==> config.mk <==
export PLATFORM = sky130hd
export DESIGN_NAME = pdt_pwm_duty_timebase
export DESIGN_NICKNAME = d
export VERILOG_FILES = /design/src/pdt_pwm_duty_timebase.v
export VERILOG_INCLUDE_DIRS = /design/src
export SDC_FILE = /design/constraint.sdc
export NUM_CORES = 1
export LEC_CHECK = 0
export BUFFER_PORTS_ARGS = -buffer_cell sky130_fd_sc_hd__buf_2
export CORE_UTILIZATION = 33
export DETAILED_ROUTE_END_ITERATION = 6
export PLACE_DENSITY = 0.58
export SLEW_MARGIN = 25
export SYNTH_ARGS = -nofsm -noshare
export SYNTH_HDL_FRONTEND = slang
export SYNTH_SLANG_ARGS = --single-unit
==> constraint.sdc <==
create_clock -name clk -period 4.75 [get_ports clk]
set_input_delay 0.2375 -clock clk [delete_from_list [all_inputs] [get_ports clk]]
set_output_delay 0.2375 -clock clk [all_outputs]
set_load 0.02 [all_outputs]
==> src/pdt_consts.vh <==
`ifndef PDT_CONSTS_VH
`define PDT_CONSTS_VH

// timer configuration registers, one word per timer
`define PDT_TMR_BASE 8'h00
// channel-to-timer routing (pwm_timer_select_1)
`define PDT_TMRSEL 8'h0C
// channel register blocks
`define PDT_CH_BASE 8'h10
`define PDT_CH_CTRL 4'h0
`define PDT_CH_DUTYL 4'h4
`define PDT_CH_DUTYH 4'h8

// timer word fields
`define PDT_TMR_PER_LSB 0
`define PDT_TMR_PSC_LSB 8
`define PDT_TMR_RUN_BIT 10
`define PDT_TMR_CNT_LSB 16

// channel control word fields
`define PDT_CH_EN_BIT 0
`define PDT_CH_FMT_BIT 1
`define PDT_CH_PIN_BIT 8
`define PDT_CH_BUF_LSB 16

// reset values
`define PDT_PER_RST 8'hFF
`define PDT_PSC_RST 2'h0
`define PDT_TMRSEL_RST 8'h55

// prescale codes: 1:1, 1:4, 1:16, 1:64
`define PDT_PSC_1 2'h0
`define PDT_PSC_4 2'h1
`define PDT_PSC_16 2'h2
`define PDT_PSC_64 2'h3

// oscillator phases per timer step at 1:1
`define PDT_PHASES 8'h04

`endif

==> src/pdt_pwm_duty_timebase.v <==
//
// Contract
// [RL1] duty is 10 bits from high/low byte pair
// [RL2] format bit picks left or right alignment
// [RL3] duty buffer reloads only on period match
// [RL4] high time is duty times osc times prescale
// [RL5] ratio is duty over four times period+1
// [RL6] time base is count plus two low bits
// [RL7] low bits from clock phase at 1:1
// [RL8] pin goes low when time base equals duty
// [RL9] resolution is log2 of 4(period+1) bits
// [RL10] duty beyond period leaves pin unchanged
// [RL11] select 01/10/11 picks timer one/two/three
// [RL12] four select fields, each resetting to 01
// [RL13] pin high at period start unless duty zero
`timescale 1ns/100ps
`include "pdt_consts.vh"

module pdt_pwm_duty_timebase #(
    parameter NUM_CH = 4,
    parameter NUM_TMR = 3,
    parameter ADDR_W = 8
) (
    input wire clk,
    input wire resetn,
    input wire psel,
    input wire penable,
    input wire pwrite,
    input wire [ADDR_W-1:0] paddr,
    input wire [31:0] pwdata,
    input wire [3:0] pstrb,
    output wire [31:0] prdata,
    output wire pready,
    output wire pslverr,
    output wire [NUM_CH-1:0] pwm_out_pin
);

////////////////////////////////////////////////////////////////////////////////
// address helpers

function [7:0] tmr_addr;
    input integer k;
    begin
        tmr_addr = `PDT_TMR_BASE + {k[5:0], 2'b00};
    end
endfunction

function [7:0] ch_addr;
    input integer k;
    input [3:0] off;
    begin
        ch_addr = `PDT_CH_BASE + {k[3:0], off};
    end
endfunction

////////////////////////////////////////////////////////////////////////////////
// apb access

wire [7:0] addr8;
wire wr_en;
reg [31:0] rdata_nxt;
reg mapped_nxt;
reg [31:0] prdata_r;
reg [7:0] tmrsel_r;
wire [10*NUM_TMR-1:0] tb_w;
wire [NUM_TMR-1:0] pm_w;
wire [8*NUM_TMR-1:0] per_w;
wire [11*NUM_TMR-1:0] tcfg_w;
wire [NUM_TMR*8-1:0] cnt_w;
wire [28*NUM_CH-1:0] chrd_w;
wire [16*NUM_CH-1:0] duty_w;
integer k;

assign addr8 = paddr[7:0];
assign wr_en = psel & penable & pwrite & mapped_nxt;
assign pready = psel & penable;
assign pslverr = psel & penable & ~mapped_nxt;
assign prdata = prdata_r;

always @*
begin
    rdata_nxt = 32'h00000000;
    mapped_nxt = 1'b0;
    for (k = 0; k < NUM_TMR; k = k + 1)
    begin
        if (addr8 == tmr_addr(k))
        begin
            mapped_nxt = 1'b1;
            rdata_nxt = {8'h00, cnt_w[8*k +: 8], 5'h00, tcfg_w[11*k +: 11]};
        end
    end
    if (addr8 == `PDT_TMRSEL)
    begin
        mapped_nxt = 1'b1;
        rdata_nxt = {24'h000000, tmrsel_r};
    end
    for (k = 0; k < NUM_CH; k = k + 1)
    begin
        if (addr8 == ch_addr(k, `PDT_CH_CTRL))
        begin
            mapped_nxt = 1'b1;
            rdata_nxt = {6'h00, chrd_w[28*k +: 10], 7'h00, chrd_w[28*k+10], 6'h00, chrd_w[28*k+11 +: 2]};
        end
        if (addr8 == ch_addr(k, `PDT_CH_DUTYL))
        begin
            mapped_nxt = 1'b1;
            rdata_nxt = {24'h000000, duty_w[16*k +: 8]};
        end
        if (addr8 == ch_addr(k, `PDT_CH_DUTYH))
        begin
            mapped_nxt = 1'b1;
            rdata_nxt = {24'h000000, duty_w[16*k+8 +: 8]};
        end
    end
    if ((paddr >> 8) != {ADDR_W{1'b0}})
    begin
        mapped_nxt = 1'b0;
        rdata_nxt = 32'h00000000;
    end
end

// read data captured in the setup cycle
always @(posedge clk or negedge resetn)
begin
    if (!resetn)
        prdata_r <= 32'h00000000;
    else if (psel & ~penable)
        prdata_r <= rdata_nxt;
end

// channel routing register
always @(posedge clk or negedge resetn)
begin
    if (!resetn)
        tmrsel_r <= `PDT_TMRSEL_RST; // RL12
    else if (wr_en & pstrb[0] & (addr8 == `PDT_TMRSEL))
        tmrsel_r <= pwdata[7:0]; // RL12
end

////////////////////////////////////////////////////////////////////////////////
// 8-bit timers with 2-bit time base extension

genvar gi;
generate
    for (gi = 0; gi < NUM_TMR; gi = gi + 1)
    begin : g_tmr
        reg [7:0] per_r;
        reg [1:0] psc_r;
        reg run_r;
        reg [7:0] sub_r;
        reg [7:0] cnt_r;
        reg [7:0] sub_last;
        wire [1:0] ext;
        wire [7:0] sub_nxt;
        wire [7:0] cnt_nxt;
        wire tick;
        wire sel_w;

        assign sel_w = wr_en & (addr8 == tmr_addr(gi));
        assign tick = run_r & (sub_r == sub_last);
        assign sub_nxt = (run_r & ~tick) ? sub_r + 8'h01 : 8'h00;
        assign cnt_nxt = !run_r ? 8'h00 : !tick ? cnt_r : (cnt_r == per_r) ? 8'h00 : cnt_r + 8'h01; // RL5 RL9

        // step every 4*prescale clocks
        always @*
        begin
            case (psc_r)
                `PDT_PSC_1: sub_last = `PDT_PHASES - 8'h01;
                `PDT_PSC_4: sub_last = (`PDT_PHASES << 2) - 8'h01;
                `PDT_PSC_16: sub_last = (`PDT_PHASES << 4) - 8'h01;
                default: sub_last = 8'hFF;
            endcase
        end

        // clock phase at 1:1, prescaler bits otherwise
        assign ext = sub_nxt[{psc_r, 1'b0} +: 2]; // RL7

        always @(posedge clk or negedge resetn)
        begin
            if (!resetn)
            begin
                per_r <= `PDT_PER_RST;
                psc_r <= `PDT_PSC_RST;
                run_r <= 1'b0;
            end
            else if (sel_w)
            begin
                if (pstrb[0])
                    per_r <= pwdata[`PDT_TMR_PER_LSB +: 8];
                if (pstrb[1])
                begin
                    psc_r <= pwdata[`PDT_TMR_PSC_LSB +: 2];
                    run_r <= pwdata[`PDT_TMR_RUN_BIT];
                end
            end
        end

        // period restart on match with per_r
        always @(posedge clk or negedge resetn)
        begin
            if (!resetn)
            begin
                sub_r <= 8'h00;
                cnt_r <= 8'h00;
            end
            else
            begin
                sub_r <= sub_nxt;
                cnt_r <= cnt_nxt;
            end
        end

        // time base of the coming cycle, so the registered pin lands on it
        assign tb_w[10*gi +: 10] = {cnt_nxt, ext}; // RL6
        assign pm_w[gi] = tick & (cnt_r == per_r); // RL3
        assign per_w[8*gi +: 8] = per_r;
        assign cnt_w[8*gi +: 8] = cnt_r;
        assign tcfg_w[11*gi +: 11] = {run_r, psc_r, per_r};
    end
endgenerate

////////////////////////////////////////////////////////////////////////////////
// pwm channels

genvar gj;
generate
    for (gj = 0; gj < NUM_CH; gj = gj + 1)
    begin : g_ch
        reg en_r;
        reg fmt_r;
        reg [7:0] dl_r;
        reg [7:0] dh_r;
        reg [9:0] buf_r;
        reg out_r;
        reg [9:0] tb;
        reg pm;
        reg [7:0] per;
        wire [1:0] sel;
        wire [9:0] duty_new;
        wire [10:0] full;

        assign sel = tmrsel_r[2*gj +: 2];

        // route the chosen timer; 00 leaves the channel idle
        always @*
        begin
            case (sel)
                2'b01:
                begin
                    tb = tb_w[9:0]; // RL11
                    pm = pm_w[0];
                    per = per_w[7:0];
                end
                2'b10:
                begin
                    tb = tb_w[19:10]; // RL11
                    pm = pm_w[1];
                    per = per_w[15:8];
                end
                2'b11:
                begin
                    tb = tb_w[29:20]; // RL11
                    pm = pm_w[2];
                    per = per_w[23:16];
                end
                default:
                begin
                    tb = 10'h000;
                    pm = 1'b0;
                    per = 8'h00;
                end
            endcase
        end

        assign duty_new = fmt_r ? {dh_r, dl_r[7:6]} : {dh_r[1:0], dl_r}; // RL1 RL2
        assign full = {1'b0, per, 2'b11} + 11'h001;

        always @(posedge clk or negedge resetn)
        begin
            if (!resetn)
            begin
                en_r <= 1'b0;
                fmt_r <= 1'b0;
                dl_r <= 8'h00;
                dh_r <= 8'h00;
            end
            else if (wr_en & pstrb[0])
            begin
                if (addr8 == ch_addr(gj, `PDT_CH_CTRL))
                begin
                    en_r <= pwdata[`PDT_CH_EN_BIT];
                    fmt_r <= pwdata[`PDT_CH_FMT_BIT]; // RL2
                end
                if (addr8 == ch_addr(gj, `PDT_CH_DUTYL))
                    dl_r <= pwdata[7:0]; // RL1
                if (addr8 == ch_addr(gj, `PDT_CH_DUTYH))
                    dh_r <= pwdata[7:0]; // RL1
            end
        end

        always @(posedge clk or negedge resetn)
        begin
            if (!resetn)
            begin
                buf_r <= 10'h000;
                out_r <= 1'b0;
            end
            else if (!en_r || sel == 2'b00)
                out_r <= 1'b0;
            else if (pm)
            begin
                buf_r <= duty_new; // RL3
                if (duty_new == 10'h000)
                    out_r <= 1'b0; // RL13
                else if ({1'b0, duty_new} > full)
                    out_r <= out_r; // RL10
                else
                    out_r <= 1'b1; // RL13 RL4
            end
            else if (tb == buf_r)
                out_r <= 1'b0; // RL8 RL4
        end

        assign pwm_out_pin[gj] = out_r;
        assign chrd_w[28*gj +: 28] = {15'h0000, fmt_r, en_r, out_r, buf_r};
        assign duty_w[16*gj +: 16] = {dh_r, dl_r};
    end
endgenerate

endmodule // pdt_pwm_duty_timebase

==> summary.md <==
| Metric | Value |
|---|---|
| Status | finished, violations left |
| Failing checks | DRC |
| Die Width | 223 µm |
| Via density | 6.16 |
| RSZ-0062 raised after global routing | false |
| Post-CTS Setup Bufs | 0 |
| Worst reg-to-reg setup slack | 810 ps |
| First-pass GRT wire length | 93,400 µm |
| Longest Clk Path Bufs | 3 |
| Initial Utilization | 33.7% |
| Critical Path RT | 5210 ps |
| Worst hold path stage count | 2 |
| DRC | 19 |
| Power Density | 236 nW/µm² |
| Final Hold Viols | 0 |
| CP Capture Type | flip-flop |
| Dominant cells by area after synthesis | dfrtp_1, mux2_2, mux2i_1 |
| Ant diodes | 0 |
| Worst-path fanout max | 14 |
| Setup crit start kind | flip-flop |
| Initial antenna violation count | 0 |
| GRT overflow | 0 |
| Commonest non-fill, non-tap cell in the layout | dfrtp_1 |
| Power Total | 4.26 mW |
| Post-route ant nets | 0 |
| Hold-fix buffers, CTS | 4 |
| GRT Total Usage | 24.9% |
| Final number of setup-violating endpoints | 0 |
| Row cnt | 80 |
| HP Class | in2reg |
| Worst hold margin | 181 ps |
| CTS Buf Count | 27 |
| Final setup TNS | 0 ps |
| Unique masters post-synth | 89 |
| Post-Layout Cell Count | 2,445 |
| Die height | 223 µm |
| Detail Placement HPWL | 47,000 µm |
| Syn Area/Cell | 9.00 µm² |
| Max_slew headroom | 23.7% |
| Drt pass-1 iters | 7 |
| Leak Pwr | 7.71 nW |
| Clock sinks | 226 |
| Ys Warns | 0 |
| Htree depth | 1 |
| Final Max Slew Viols | 0 |
| Register bit total from synthesis | 226 |
| Core area | 48,000 µm² |
| I/O pin total | 87 |
| CTS tree | yes |
| Fmax | 254 MHz |
| Starting DRT DRC Count | 1,750 |
| Place WS | 926 ps |
| Placed Cells | 2,392 |
| Crit path DAT | 4400 ps |
| Syn Inst Count | 1,797 |
| Fraction of registers with async set/reset | 100% |
| WL final | 62,600 µm |
| CP Class | reg2reg |
| # nets final | 1,901 |
| Vias in the first global route | 14,200 |
| Clk pin slew, worst setup/hold paths | 60 ps |
| Worst-margin pin slew | 1140 ps |
| Crit share post-route | 83.0% |
| Maximum VDD drop | 0.000306 V |
| Post-CTS Resized | 0 |
| Most frequent cells in the layout | dfrtp_1, nand2_1, mux2_2 |
| Largest net degree at the start of global routing | 93 |
| Die area | 49,900 µm² |
| Worst setup margin | 807 ps |
| Final Skew | 14.9 ps |
| Share of the synthesized area in the top cell type | 30.6% |
| Root buf cell | clkbuf_16 |
| Worst-Skew Late Latency | 580 ps |
| Share of cells above drive strength 1 | 18.1% |
| Syn-to-layout area delta | 11.6% |
| Max Cap Violations | 0 |
| # port buffers | 52 |
| Cell area after synthesis | 16,200 µm² |
| Min cycle time layout | 3940 ps |
| GP Congestion | 1.05 |
| Post-synth top area cell | dfrtp_1 |
| Post-synthesis sequential area ratio | 35.2% |
| EDFF count, synth | 0 |
| Vias post-DR | 15,100 |
| Worst R2R Path Depth | 11 |
| Synth Flop Type | dfrtp_1 |
| WL/cell | 25.6 µm |
## flip-flops by register name (all words and copies together) (netlist names), 6 cells and up
| register | flops |
|---|---|
| prdata | 21 |
| tmrsel_r | 8 |
| g_tmr.cnt_r | 24 |
| g_tmr.per_r | 24 |
| g_ch.buf_r | 40 |
| g_ch.dh_r | 32 |
| g_tmr.sub_r | 24 |
| g_ch.dl_r | 32 |
| g_tmr.psc_r | 6 |
## where the power goes
part | switching [mW] | internal, mW | leakage [nW] | total (mW)
Combinational | 0.104 | 0.0251 | 4.20 | 0.129
Clock | 0.891 | 1.31 | 0.455 | 2.20
Sequential | 0.00236 | 1.93 | 3.05 | 1.93
## area by class of cell
class,instances,area [µm²]
clock buffers,39,781
clock inverters,10,146
fillers,4879,30000
inverters,67,251
multi-input cells,1381,9690
flip-flops and latches,226,5690
well taps,615,769
repair buffers,107,706
## cell families (layout without fill, tap and decap cells)
group / count (synthesis) / count (layout) / synth area share, %
AOI/OAI and AO/OA: 473 / 473 / 20.5
adders and majority gates: 42 / 42 / 3.25
other: 1 / 11 / 0.0232
muxes: 215 / 215 / 14.3
buffers and inverters: 200 / 223 / 5.22
xor gates and xnor gates: 90 / 90 / 4.88
and+or+nand+nor: 550 / 550 / 16.6
DFF: 226 / 226 / 35.2
## synth_stat cells (9+ instances only)
master / instances
clkbuf_1: 101
o21ai_0: 105
nand2b_1: 13
dfrtp_1: 198
xor2_1: 46
o211ai_1: 16
a22oi_1: 22
a21oi_1: 91
o31ai_1: 9
o221ai_1: 11
and3_1: 23
nor2b_1: 10
and2_1: 19
a221oi_1: 24
nor4_1: 22
o21a_1: 18
buf_4: 16
a211oi_1: 10
nor3_1: 38
a222oi_1: 24
a22o_1: 23
or3_1: 12
dfstp_2: 28
nor2_1: 133
mux2i_1: 81
mux2_2: 134
nand4_1: 26
xnor2_1: 44
nand3_1: 49
inv_1: 65
nand2_1: 165
ha_1: 42
a31oi_1: 15
## through the flow
step	area [µm²]	utilization (%)
after floorplan	16200	-
after CTS	18000	37.5
after detailed placement	17100	35.5
after global placement	17100	35.5
final	18000	37.5
after global routing	18000	37.5
## path summary, 6_finish.rpt
path / to / startpoint
min in group asynchronous: g_tmr[2].sub_r[3] / resetn
max in group asynchronous: g_ch[0].dh_r[4] / resetn
worst max-delay path: g_ch[3].out_r / g_tmr[0].psc_r[0]
worst min register to register: prdata[10] / prdata[10]
worst min-delay path: g_tmr[1].per_r[3] / pwdata[3]
worst max register to register: g_ch[3].out_r / g_tmr[0].psc_r[0]
## layer usage
layer | global-route usage, % | share of wire (%)
met5 | 0 | 0
met4 | 11.0 | 5.0
met3 | 3.45 | 6.9
met2 | 38.2 | 43
met1 | 34.7 | 45
## critical path, cell delays in order (launching register included)
cell and delay [ps]:
dfrtp_1 700, nand2_1 150, o21ai_1 300, or3_1 580
a22o_1 410, nand2_1 310, a221o_1 430, nor4_1 200
o31ai_1 110, nor4_1 370, buf_4 180, o22ai_1 60
Note: power is estimated with default switching activity, not from simulation.
